==> config.mk <==
export PLATFORM = sky130hd
export DESIGN_NAME = sei_core
export DESIGN_NICKNAME = d
export VERILOG_FILES = /design/src/logic/sei_pkg.sv /design/src/logic/sei_sync.sv /design/src/logic/sei_core.sv
export SDC_FILE = /design/constraint.sdc
export NUM_CORES = 1
export LEC_CHECK = 0
export BUFFER_PORTS_ARGS = -buffer_cell sky130_fd_sc_hd__buf_2
export CORE_MARGIN = 3
export CORE_UTILIZATION = 30
export DETAILED_ROUTE_END_ITERATION = 6
export GPL_ROUTABILITY_DRIVEN = 0
export HOLD_SLACK_MARGIN = 0.05
export PLACE_DENSITY = 0.55
export SYNTH_ARGS = -nofsm -noshare
export SYNTH_HDL_FRONTEND = slang
export SYNTH_SLANG_ARGS = --single-unit
==> constraint.sdc <==
create_clock -name clk -period 1.9 [get_ports clk]
set_clock_uncertainty 0.05 [all_clocks]
set_input_delay 0.38 -clock clk [delete_from_list [all_inputs] [get_ports clk]]
set_output_delay 0.38 -clock clk [all_outputs]
set_load 0.05 [all_outputs]
==> src/logic/sei_pkg.sv <==
package sei_pkg;

    // Serial clock edges that make up one byte (two per bit).
    localparam logic [4:0] EDGES_PER_BYTE = 5'h10;
    // Edge that captures bit 1, in the middle of serial clock cycle 7.
    localparam logic [4:0] BIT1_EDGE_PH0  = 5'h0D;
    localparam logic [4:0] BIT1_EDGE_PH1  = 5'h0E;
    localparam logic [4:0] EDGE_CNT_RST   = 5'h00;
    localparam logic [4:0] EDGE_CNT_FIRST = 5'h01;

    // Reset values of the flags and control bits.
    localparam logic       TX_EMPTY_RST   = 1'b1;
    localparam logic       FLAG_RST       = 1'b0;
    localparam logic       CTRL_RST       = 1'b0;
    localparam logic [7:0] BYTE_RST       = 8'h00;

    // Synchroniser depth and the pin group that passes through it.
    localparam int         SYNC_STAGES    = 2;
    localparam int         PIN_SS         = 0;
    localparam int         PIN_SCLK       = 1;
    localparam int         PIN_COUNT      = 2;

endpackage : sei_pkg

==> src/logic/sei_sync.sv <==
`timescale 1ns/1ps
module sei_sync #(
    parameter int         WIDTH     = 1,
    parameter logic [0:0] RESET_VAL = 1'b0
) (
    // Clock and reset
    input  wire logic             clk,
    input  wire logic             rst_n,
    // Asynchronous inputs and their synchronised copy
    input  wire logic [WIDTH-1:0] d,
    output logic      [WIDTH-1:0] q
);

    logic [WIDTH-1:0] stage1;

    // The first stage feeds the second stage only, to contain metastability.
    always_ff @(posedge clk or negedge rst_n) begin
        if (!rst_n) begin
            stage1 <= {WIDTH{RESET_VAL}};
            q      <= {WIDTH{RESET_VAL}};
        end else begin
            stage1 <= d;
            q      <= stage1;
        end
    end

endmodule : sei_sync

==> src/logic/sei_core.sv <==
// Function
// - Overflow sets when receive buffer is still full at the bit 1 capture edge.
// - While overflow is set, new bytes are dropped and receive-full stays untouched.
// - Overflow clears after a status read followed by a data read.
// - Error enable lets overflow and mode fault raise the shared receive/error request.
// - Master drives clock and master-out; slave drives master-in instead.
// - Mode fault sets only with fault detect enabled; disabling never clears it.
// - Master with fault detect flags a fault whenever slave select is low.
// - Master fault clears port enable, sets transmit-empty, clears state, frees pins.
// - Slave with fault detect flags a fault when select rises mid-transfer.
// - Phase 0 starts on select fall; phase 1 on first clock edge.
// - Phase 0 select pulse without clocks faults; phase 1 does not.
// - A mode fault leaves master select unchanged.
// - A slave fault keeps port enable; the select rise behind it clears the transfer state.
// - Mode fault clears after flagged status read then control write, unless still faulting.
// - Transmit request needs empty, enable, port enabled and no DMA.
// - Receive request needs full, enable and no DMA, port enable irrelevant.
// - Receive-full clears after a flagged status read then a data read.
// - Only a transmit data write clears transmit-empty.
// - Receive-full sets whenever a completed byte enters the receive buffer.
// - Transmit-empty sets whenever the transmit buffer loads the shift register.
// - Deselected slave floats master-in/slave-out and ignores clock edges.
// - Receive-full, overflow and mode fault reset only on system reset.
`timescale 1ns/1ps
module sei_core (
    // Clock and reset
    input  wire logic       clk,
    input  wire logic       rst_n,
    // Processor access strobes, one cycle each
    input  wire logic       status_read,
    input  wire logic       data_read,
    input  wire logic       data_write,
    input  wire logic [7:0] data_wdata,
    input  wire logic       control_write,
    input  wire logic       status_control_write,
    // Control write data
    input  wire logic       wr_port_enable,
    input  wire logic       wr_master_select,
    input  wire logic       wr_clock_phase,
    input  wire logic       wr_clock_polarity,
    input  wire logic       wr_tx_irq_enable,
    input  wire logic       wr_rx_irq_enable,
    input  wire logic       wr_dma_select,
    // Status/control write data
    input  wire logic       wr_error_irq_enable,
    input  wire logic       wr_fault_detect_enable,
    // Shift engine events, same clock
    input  wire logic       eng_bit1_capture,
    input  wire logic       eng_byte_done,
    input  wire logic [7:0] eng_rx_byte,
    input  wire logic       eng_tx_load,
    input  wire logic       eng_sclk_out,
    input  wire logic       eng_mosi_out,
    input  wire logic       eng_miso_out,
    // Shared port direction bits: 0 clock, 1 master-out, 2 master-in
    input  wire logic [2:0] gpio_dir,
    // Pins
    input  wire logic       slave_select_n_pin,
    input  wire logic       serial_clock_pin_in,
    output logic            serial_clock_pin_out,
    output logic            serial_clock_pin_oe,
    output logic            mosi_out,
    output logic            mosi_oe,
    output logic            miso_out,
    output logic            miso_oe,
    // Status
    output logic            port_enable,
    output logic            master_select,
    output logic            clock_phase,
    output logic            error_irq_enable,
    output logic            fault_detect_enable,
    output logic            transmit_empty_flag,
    output logic            receive_full_flag,
    output logic            overflow_flag,
    output logic            mode_fault_flag,
    output logic [7:0]      rx_data,
    output logic [7:0]      tx_data,
    output logic            slave_in_progress,
    output logic            state_clear,
    // Interrupt requests
    output logic            tx_irq,
    output logic            rx_err_irq
);

    logic                                 rst_sync_n;
    logic [sei_pkg::PIN_COUNT-1:0]        pin_sync;
    logic                                 clock_polarity;
    logic                                 tx_irq_enable;
    logic                                 rx_irq_enable;
    logic                                 dma_select;
    logic                                 ss_d;
    logic                                 sclk_d;
    logic [4:0]                           edge_cnt;
    logic                                 rf_armed;
    logic                                 ovf_armed;
    logic                                 mf_armed;
    logic                                 eng_sclk_q;
    logic                                 eng_mosi_q;
    logic                                 eng_miso_q;

    sei_sync #(.WIDTH(1), .RESET_VAL(1'b0)) u_rst_sync (
        .clk   (clk),
        .rst_n (rst_n),
        .d     (1'b1),
        .q     (rst_sync_n)
    );

    sei_sync #(.WIDTH(sei_pkg::PIN_COUNT), .RESET_VAL(1'b1)) u_pin_sync (
        .clk   (clk),
        .rst_n (rst_sync_n),
        .d     ({serial_clock_pin_in, slave_select_n_pin}),
        .q     (pin_sync)
    );

    // Decoding.
    wire ss_s         = pin_sync[sei_pkg::PIN_SS];
    wire sclk_s       = pin_sync[sei_pkg::PIN_SCLK];
    wire is_master    = port_enable & master_select;
    wire is_slave     = port_enable & ~master_select;
    wire ss_fall      = ~ss_s & ss_d;
    wire ss_rise      = ss_s & ~ss_d;
    wire sclk_edge    = (sclk_s ^ sclk_d) & ~ss_s;
    wire leave_idle   = sclk_edge & (sclk_s != clock_polarity);
    wire ph1_start    = is_slave & clock_phase & ~slave_in_progress & leave_idle;
    wire ph0_start    = is_slave & ~clock_phase & ss_fall;
    wire count_edge   = is_slave & slave_in_progress & sclk_edge;
    wire [4:0] cnt_inc = 5'(edge_cnt + sei_pkg::EDGE_CNT_FIRST);
    wire slave_done   = count_edge & (cnt_inc == sei_pkg::EDGES_PER_BYTE);
    wire [4:0] bit1_edge = clock_phase ? sei_pkg::BIT1_EDGE_PH1 : sei_pkg::BIT1_EDGE_PH0;
    wire slave_bit1   = count_edge & (cnt_inc == bit1_edge);
    wire master_fault = is_master & fault_detect_enable & ~ss_s;
    wire slave_fault  = is_slave & fault_detect_enable & ss_rise & slave_in_progress;
    wire fault_now    = master_fault | slave_fault;
    wire bit1_evt     = slave_bit1 | (is_master & eng_bit1_capture);
    wire byte_evt     = slave_done | (is_master & eng_byte_done);
    wire set_ovf      = bit1_evt & receive_full_flag;
    wire load_rx      = byte_evt & ~overflow_flag & ~set_ovf;
    wire clr_rf       = data_read & rf_armed;
    wire clr_ovf      = data_read & ovf_armed;
    wire clr_mf       = control_write & mf_armed & ~fault_now;
    wire set_te       = eng_tx_load | master_fault | ~port_enable;

    assign state_clear = master_fault | ~port_enable;

    // Next values of the slave transfer tracker.
    logic       next_in_progress;
    logic [4:0] next_edge_cnt;
    always_comb begin
        next_in_progress = slave_in_progress;
        next_edge_cnt    = edge_cnt;
        if (!is_slave || ss_s) begin
            next_in_progress = 1'b0;
            next_edge_cnt    = sei_pkg::EDGE_CNT_RST;
        end else if (ph0_start) begin
            next_in_progress = 1'b1;
            next_edge_cnt    = sei_pkg::EDGE_CNT_RST;
        end else if (ph1_start) begin
            next_in_progress = 1'b1;
            next_edge_cnt    = sei_pkg::EDGE_CNT_FIRST;
        end else if (slave_done) begin
            next_in_progress = 1'b0;
            next_edge_cnt    = sei_pkg::EDGE_CNT_RST;
        end else if (count_edge) begin
            next_edge_cnt    = cnt_inc;
        end
    end

    always_ff @(posedge clk or negedge rst_sync_n) begin
        if (!rst_sync_n) begin
            ss_d              <= 1'b1;
            sclk_d            <= 1'b1;
            slave_in_progress <= 1'b0;
            edge_cnt          <= sei_pkg::EDGE_CNT_RST;
        end else begin
            ss_d              <= ss_s;
            sclk_d            <= sclk_s;
            slave_in_progress <= next_in_progress;
            edge_cnt          <= next_edge_cnt;
        end
    end

    // Control bits survive a disabled port so software need not rewrite them.
    always_ff @(posedge clk or negedge rst_sync_n) begin
        if (!rst_sync_n) begin
            port_enable    <= sei_pkg::CTRL_RST;
            master_select  <= sei_pkg::CTRL_RST;
            clock_phase    <= sei_pkg::CTRL_RST;
            clock_polarity <= sei_pkg::CTRL_RST;
            tx_irq_enable  <= sei_pkg::CTRL_RST;
            rx_irq_enable  <= sei_pkg::CTRL_RST;
            dma_select     <= sei_pkg::CTRL_RST;
        end else begin
            if (control_write) begin
                master_select  <= wr_master_select;
                clock_phase    <= wr_clock_phase;
                clock_polarity <= wr_clock_polarity;
                tx_irq_enable  <= wr_tx_irq_enable;
                rx_irq_enable  <= wr_rx_irq_enable;
                dma_select     <= wr_dma_select;
            end
            // The fault must beat a simultaneous enabling write.
            if (master_fault)
                port_enable <= 1'b0;
            else if (control_write)
                port_enable <= wr_port_enable;
        end
    end

    always_ff @(posedge clk or negedge rst_sync_n) begin
        if (!rst_sync_n) begin
            error_irq_enable    <= sei_pkg::CTRL_RST;
            fault_detect_enable <= sei_pkg::CTRL_RST;
        end else if (status_control_write) begin
            error_irq_enable    <= wr_error_irq_enable;
            fault_detect_enable <= wr_fault_detect_enable;
        end
    end

    // Flags; a set in the same cycle as a clear always wins.
    always_ff @(posedge clk or negedge rst_sync_n) begin
        if (!rst_sync_n) begin
            transmit_empty_flag <= sei_pkg::TX_EMPTY_RST;
            receive_full_flag   <= sei_pkg::FLAG_RST;
            overflow_flag       <= sei_pkg::FLAG_RST;
            mode_fault_flag     <= sei_pkg::FLAG_RST;
        end else begin
            transmit_empty_flag <= set_te | (transmit_empty_flag & ~data_write);
            receive_full_flag   <= load_rx | (receive_full_flag & ~clr_rf);
            overflow_flag       <= set_ovf | (overflow_flag & ~clr_ovf);
            mode_fault_flag     <= fault_now | (mode_fault_flag & ~clr_mf);
        end
    end

    // A status read arms the clear only for flags that were set when it was read.
    always_ff @(posedge clk or negedge rst_sync_n) begin
        if (!rst_sync_n) begin
            rf_armed  <= 1'b0;
            ovf_armed <= 1'b0;
            mf_armed  <= 1'b0;
        end else begin
            rf_armed  <= status_read ? receive_full_flag : (rf_armed & ~data_read);
            ovf_armed <= status_read ? overflow_flag : (ovf_armed & ~data_read);
            mf_armed  <= status_read ? mode_fault_flag : (mf_armed & ~control_write);
        end
    end

    always_ff @(posedge clk or negedge rst_sync_n) begin
        if (!rst_sync_n) begin
            rx_data <= sei_pkg::BYTE_RST;
            tx_data <= sei_pkg::BYTE_RST;
        end else begin
            if (load_rx)
                rx_data <= eng_rx_byte;
            if (data_write)
                tx_data <= data_wdata;
        end
    end

    // Pin data is registered; directions follow the mode at once.
    always_ff @(posedge clk or negedge rst_sync_n) begin
        if (!rst_sync_n) begin
            eng_sclk_q <= 1'b0;
            eng_mosi_q <= 1'b0;
            eng_miso_q <= 1'b0;
        end else begin
            eng_sclk_q <= eng_sclk_out;
            eng_mosi_q <= eng_mosi_out;
            eng_miso_q <= eng_miso_out;
        end
    end

    assign serial_clock_pin_out = eng_sclk_q;
    assign mosi_out             = eng_mosi_q;
    assign miso_out             = eng_miso_q;
    assign serial_clock_pin_oe  = port_enable ? master_select : gpio_dir[0];
    assign mosi_oe              = port_enable ? master_select : gpio_dir[1];
    assign miso_oe              = port_enable ? (~master_select & ~ss_s) : gpio_dir[2];

    assign tx_irq     = transmit_empty_flag & tx_irq_enable & port_enable & ~dma_select;
    assign rx_err_irq = (receive_full_flag & rx_irq_enable & ~dma_select)
                      | (error_irq_enable & (overflow_flag | mode_fault_flag));
endmodule : sei_core

# Word-level counts from Yosys, hierarchy flattened
# Index checks and enable logic that the tools add are counted.
op_classes:
  n_reduce_logical: 5
  eq_ne: 3
  n_addsub: 1
  n_mux: 18
  bitwise_logic: 72
ops:
  columns: ["op", "count"]
  rows:
  - ["1-bit bitwise AND", 43]
  - ["5-bit two-way mux", 5]
  - ["1-bit NOT", 16]
  - ["1-bit two-way mux", 12]
  - ["1-bit bitwise OR", 12]
  - ["5-bit by 1-bit adder with 5-bit output, second input constant", 1]
  - ["5-bit by 4-bit == test with 1-bit output", 1]
  - ["5-bit == test, second input constant", 1]
  - ["5-bit nonzero test", 1]
  - ["4-bit nonzero test", 1]
  - ["2-bit two-way mux", 1]
  - ["2-bit nonzero test", 1]
  - ["1-bit zero test", 1]
  - ["1-bit logical OR", 1]
  - ["1-bit inequality test", 1]
  - ["1-bit XOR", 1]
totals:
  register_bits: 49
  input_bits: 43
  word_cells: 128

# Depth between registers and ports, before layout
logic_depth:
  depth_word: 11
  ltp_mapped: 6
  ltp_nobuf: 6

# Cells and area by module
# A second synthesis with hierarchy kept.
hier_totals:
  hier_cells: 166
  area_unflattened_um2: 2063.2
by_module_without_submodules:
  columns: ["module", "n_inst", "cells_per_inst", "area_each_um2", "seq_area_each_um2"]
  rows:
  - ["sei_core", 1, 160, 1908.1, 1079.8]
  - ["sei_sync at u_pin_sync", 1, 4, 105.1, 105.1]
  - ["sei_sync at u_rst_sync", 1, 2, 50.0, 50.0]

# Worst setup path before layout
# Ideal clock, no wire load.
synth_timing:
  kind: "reg2out"
  startpoint: "register receive_full_flag"
  endpoint: "output rx_err_irq"
  setup_slack_ps: -393
  required_ps: 1470
  path_buffers: 0
  arrival_time_ps: 1863
  path_stages_with_launch: 3
  path_cell_list: "dfrtp_1 > nand2_1 > o21ai_0"
synth_via:
  elab_chain_len: 3
synth_rtl:
  columns: ["element", "line", "source"]
  rows:
  - ["start: declaration", "sei_core.sv:73", "output logic receive_full_flag,"]
  - ["start signal: assignment", "sei_core.sv:223", "receive_full_flag <= sei_pkg::FLAG_RST;"]
  - ["start signal: assignment", "sei_core.sv:228", "receive_full_flag <= load_rx | (receive_full_flag & ~clr_rf);"]
  - ["1-bit bitwise AND (2 in series)", "sei_core.sv:280", "assign rx_err_irq = (receive_full_flag & rx_irq_enable & ~dma_select)"]
  - ["1-bit bitwise OR", "sei_core.sv:281", "| (error_irq_enable & (overflow_flag | mode_fault_flag));"]
  - ["end: declaration", "sei_core.sv:82", "output logic rx_err_irq"]
# Every way passes these cells.

# Worst setup path after layout
layout_timing:
  startpoint: "register edge_cnt[1]"
  endpoint: "register rx_data[0]"
layout_via:
  elab_chain_len: 7
  elab_cells_between_ends: 11
  cone_classes: "add/sub (1); eq/ne (2); bitwise (8)"
layout_rtl:
  columns: ["element", "line", "source"]
  rows:
  - ["start: declaration", "sei_core.sv:93", "logic [4:0] edge_cnt;"]
  - ["start signal: assignment", "sei_core.sv:173", "edge_cnt <= sei_pkg::EDGE_CNT_RST;"]
  - ["start signal: assignment", "sei_core.sv:178", "edge_cnt <= next_edge_cnt;"]
  - ["5-bit by 1-bit adder with 5-bit output (*)", "sei_core.sv:127", "wire [4:0] cnt_inc = 5'(edge_cnt + sei_pkg::EDGE_CNT_FIRST);"]
  - ["5-bit by 4-bit == test with 1-bit output", "sei_core.sv:130", "wire slave_bit1 = count_edge & (cnt_inc == bit1_edge);"]
  - ["1-bit bitwise AND", "sei_core.sv:130", null]
  - ["1-bit bitwise OR", "sei_core.sv:134", "wire bit1_evt = slave_bit1 | (is_master & eng_bit1_capture);"]
  - ["1-bit bitwise AND", "sei_core.sv:136", "wire set_ovf = bit1_evt & receive_full_flag;"]
  - ["1-bit NOT", "sei_core.sv:137", "wire load_rx = byte_evt & ~overflow_flag & ~set_ovf;"]
  - ["1-bit bitwise AND (*)", "sei_core.sv:137", null]
  - ["end signal: assignment", "sei_core.sv:249", "rx_data <= sei_pkg::BYTE_RST;"]
  - ["end signal: assignment", "sei_core.sv:253", "rx_data <= eng_rx_byte;"]
  - ["end: declaration", "sei_core.sv:76", "output logic [7:0] rx_data,"]
# Every way passes the cells marked *; elsewhere a longest branch is shown, timed or not.
# A chain may end at the register's enable or synchronous reset.

==> out/qor.csv <==
stage;metric;value;unit
placed_design;Detailed Place HPWL;3689;um
route;drt drc;0;
clock_tree;Skew-Pair Late Insertion Delay;0.31;ns
yosys;Mapped Nets;208;
cells_and_area;Final Net Count;319;
pwr;Worst VDD drop;0.0004734;V
yosys;asr flop ratio synth;100.0;%
placed_design;Cell Area, Placed;0.002731;mm^2
yosys;Post-Syn Instances;164;
floorplanning;num rows;29;
route;DR vias;1636;
floorplanning;DIE AREA;0.008007;mm^2
cells_and_area;Core Util, Final;46.24;%
clock_tree;CTS clk-pin slew, worst paths;0.09;ns
floorplanning;chip width;89.48;um
route;vias per inst;4.434;
global_route;first-pass GRT wire length;8114;um
setup_path;crit path max fanout;5;
floorplanning;Initial Util;31.83;%
setup_path;r2r setup slk;-0.1;ns
placed_design;PortBufs;77;
pwr;Pwr Density;1104;mW/mm^2
clock_tree;Bufs on Longest Clock Path;2;
pwr;Sequential Power Share;41.3;%
pwr;Clock power frac;18.7;%
cells_and_area;area grow syn2layout;45.24;%
setup_path;WS Path Type;reg -> reg;
cells_and_area;Finished Cell Area;0.003037;mm^2
route;post-DR wirelength/cell;13.70;um
route;DR pass1 iterations;4;
setup_path;launch point of the worst reg-to-reg path;edge_cnt[1]$_DFFE_PN0P_;
yosys;post-synthesis sequential area ratio;59.07;%
global_route;initial antenna violation count;0;
floorplanning;core area;0.006568;mm^2
job;MaxCap Viol Count;0;
timing;Slew Limit Fails;0;
run_status;failing checks;setup timing;
floorplanning;Die Y;89.48;um
setup_path;RR Endpoint;rx_data[0]$_DFFE_PN0P_;
clock_tree;cts bufs inserted;5;
yosys;syn_area_per_cell;12.75;um^2
timing;Fmax achieved;500.2;MHz
setup_path;Req. time, crit path;2.05;ns
route;DR iter-0 viols;42;
global_route;Overflow after GRT;0;
route;Antenna Nets Post-Route;0;
timing;Tcrit/Tclk final;105.2;%
global_route;total global routing track utilization;13.52;%
timing;min Tclk post-route;1.999;ns
timing;final worst slack;-0.09934;ns
global_route;largest net degree at the start of global routing;22;
cells_and_area;fraction of layout cells with a size suffix above 1;60.14;%
cells_and_area;Filler cells;637;
clock_tree;CTS tree;built;
timing;Final Setup Violations;9;
yosys;Mapped Area;0.002091;mm^2
cells_and_area;ant diodes;0;
hold_path;hold path cells;1;
setup_path;Critical Path AT;2.15;ns
yosys;synth warn;0;
pwr;static leakage;1.449;nW
run_status;status;finished with violations;
route;final WL;5054;um
pwr;Internal;1.951;mW
global_route;vias in the first global route;1667;
setup_path;critical path startpoint category;flip-flop;
setup_path;crit end category;flip-flop;
pwr;combinational share of power;40.0;%
yosys;Main synth FF type;dfrtp_1;
hold_path;Hold Path Class;in -> reg;
clock_tree;clock root buffer;clkbuf_8;
setup_path;R2R depth;6;
clock_tree;H-Tree Depth;2;
pwr;switching power;1.402;mW
pwr;Switching Fraction;41.82;%
yosys;Post-synth EDFFs;0;
hold_path;Worst Hold Launch;serial_clock_pin_in;
timing;Fin. Hold Viols;0;
floorplanning;# IOs;78;
clock_tree;clk sinks;49;
hold_path;WHS Endpoint;u_pin_sync.stage1[1]$_DFF_PN1_;
yosys;Synth Register Bits;49;
yosys;Distinct cells, synth;38;
timing;RSZ-0062 raised after global routing;true;
[power groups by stage]
stage	logic [mW]	registers [mW]	clock network, mW
final	1.34	1.39	0.628
after global routing	1.42	1.42	0.700
after CTS	1.32	1.39	0.653
after floorplan	0.391	1.93	0
after detailed placement	1.27	1.40	0
after global placement	1.25	1.40	0
[through the flow]
stage | TNS (ns) | power (mW) | cells | setup WS (ns) | hold slack [ns]
floorplan | -2.073 | 2.320 | 164 | -0.2163 | 0.03441
global placement | -1.329 | 2.657 | 351 | -0.1620 | 0.1168
detailed placement | -1.788 | 2.667 | 351 | -0.2050 | 0.1159
CTS | -0.6327 | 3.361 | 364 | -0.1024 | 0.09650
global route | -1.287 | 3.536 | 369 | -0.1697 | 0.08767
finish | -0.5883 | 3.353 | 369 | -0.09934 | 0.1044
[cells in the final DEF, fill, tap and decap left out, types with 2 or more instances in the layout]
cell	netlist	layout
dfrtp_2	0	3
dfrtp_1	42	39
inv_1	5	5
nor3b_2	0	2
nand4_1	2	2
nor2_1	7	7
o21ai_1	0	2
nand2_1	18	16
buf_6	0	4
o21ai_0	11	8
mux2_2	16	16
a21oi_1	5	3
buf_4	0	26
clkbuf_8	0	5
xor2_1	4	3
nand3b_4	1	2
nand2b_1	6	6
o21ai_4	1	2
nand3_1	3	3
buf_2	0	74
mux2_4	8	8
dfstp_2	7	7
nand3b_1	2	2
or2_4	2	2
[per-layer routing]
layer	GRT usage [%]	vias to the layer above	wire length (um)
met1	18.80	780	2302
met4	5.683	0	97
li1	-	790	-
met3	4.147	8	355
met5	0	-	0
met2	19.49	58	2298
[cell usage after synthesis (all sizes together), types with 2 or more instances]
cell	number	share of area (%)
a21oi	5	1.2
a31oi	2	0.90
clkbuf	2	0.36
dfrtp	42	50
dfstp	7	8.8
inv	5	0.90
mux2	24	14
nand2	18	3.2
nand2b	7	2.2
nand3	3	0.72
nand3b	3	1.7
nand4	2	0.60
nor2	8	1.6
nor3b	3	1.1
o21ai	12	3.4
or2	2	0.84
xor2	4	1.7
[how the worst max path moves through the flow]
stage                                  startpoint                endpoint  slack, ns  depth (start not counted)
after global placement    edge_cnt[0]$_DFFE_PN0P_  rx_data[4]$_DFFE_PN0P_      -0.16                          6
after floorplan           port_enable$_DFFE_PN0P_                 miso_oe      -0.22                          1
final                     edge_cnt[1]$_DFFE_PN0P_  rx_data[0]$_DFFE_PN0P_       -0.1                          6
after CTS                 edge_cnt[1]$_DFFE_PN0P_  rx_data[0]$_DFFE_PN0P_      -0.10                          6
after global routing             sclk_d$_DFF_PN1_  rx_data[6]$_DFFE_PN0P_      -0.17                          6
after detailed placement  edge_cnt[0]$_DFFE_PN0P_  rx_data[7]$_DFFE_PN0P_      -0.21                          6
[flip-flops by register name, indices dropped and copies added (netlist names), 2 cells and up]
register / flops
edge_cnt: 5
rx_data: 8
tx_data: 8
u_pin_sync.q: 2
u_pin_sync.stage1: 2
[cell families after synthesis]
family / Yosys count / synth area share (%)
XOR/XNOR: 4 / 1.675
adder cells (fa/ha/maj): 1 / 0.5983
other: 1 / 0.1794
buffers and inverters: 7 / 1.257
multiplexers: 25 / 14.84
AND/OR/NAND/NOR: 52 / 14.24
flip-flops: 49 / 59.07
AO/OA/AOI/OAI: 25 / 8.139
[repair_timing]
item | 4_1_cts | 5_1_grt
hold buffers | 1 | 0
gates resized for setup | 19 | 11
hold endpoints to repair | 2 | 0
buffers inserted | 3 | 5
endpoints found under the setup margin | 12 | 12
gates cloned | 1 | 0
pin swaps | 13 | 8
[critical path, cell delays in order, from the launching register on]
cell      delay (ns)
dfrtp_1         0.39
ha_1            0.31
or3_4           0.34
a21oi_4         0.17
a31oi_4         0.14
nand3b_4        0.18
mux2_4          0.31
[layout make-up]
type	count	area, um^2	share of cell area (%)
clock inverters	2	13.76	0.4532
multi-input cells	109	955.9	31.48
clock buffers	6	72.57	2.390
flip-flops and latches	49	1239	40.79
repair buffers	105	620.6	20.44
inverters	5	18.77	0.6180
well taps	93	116.4	3.832
Note: power is estimated with default switching activity, not from simulation.
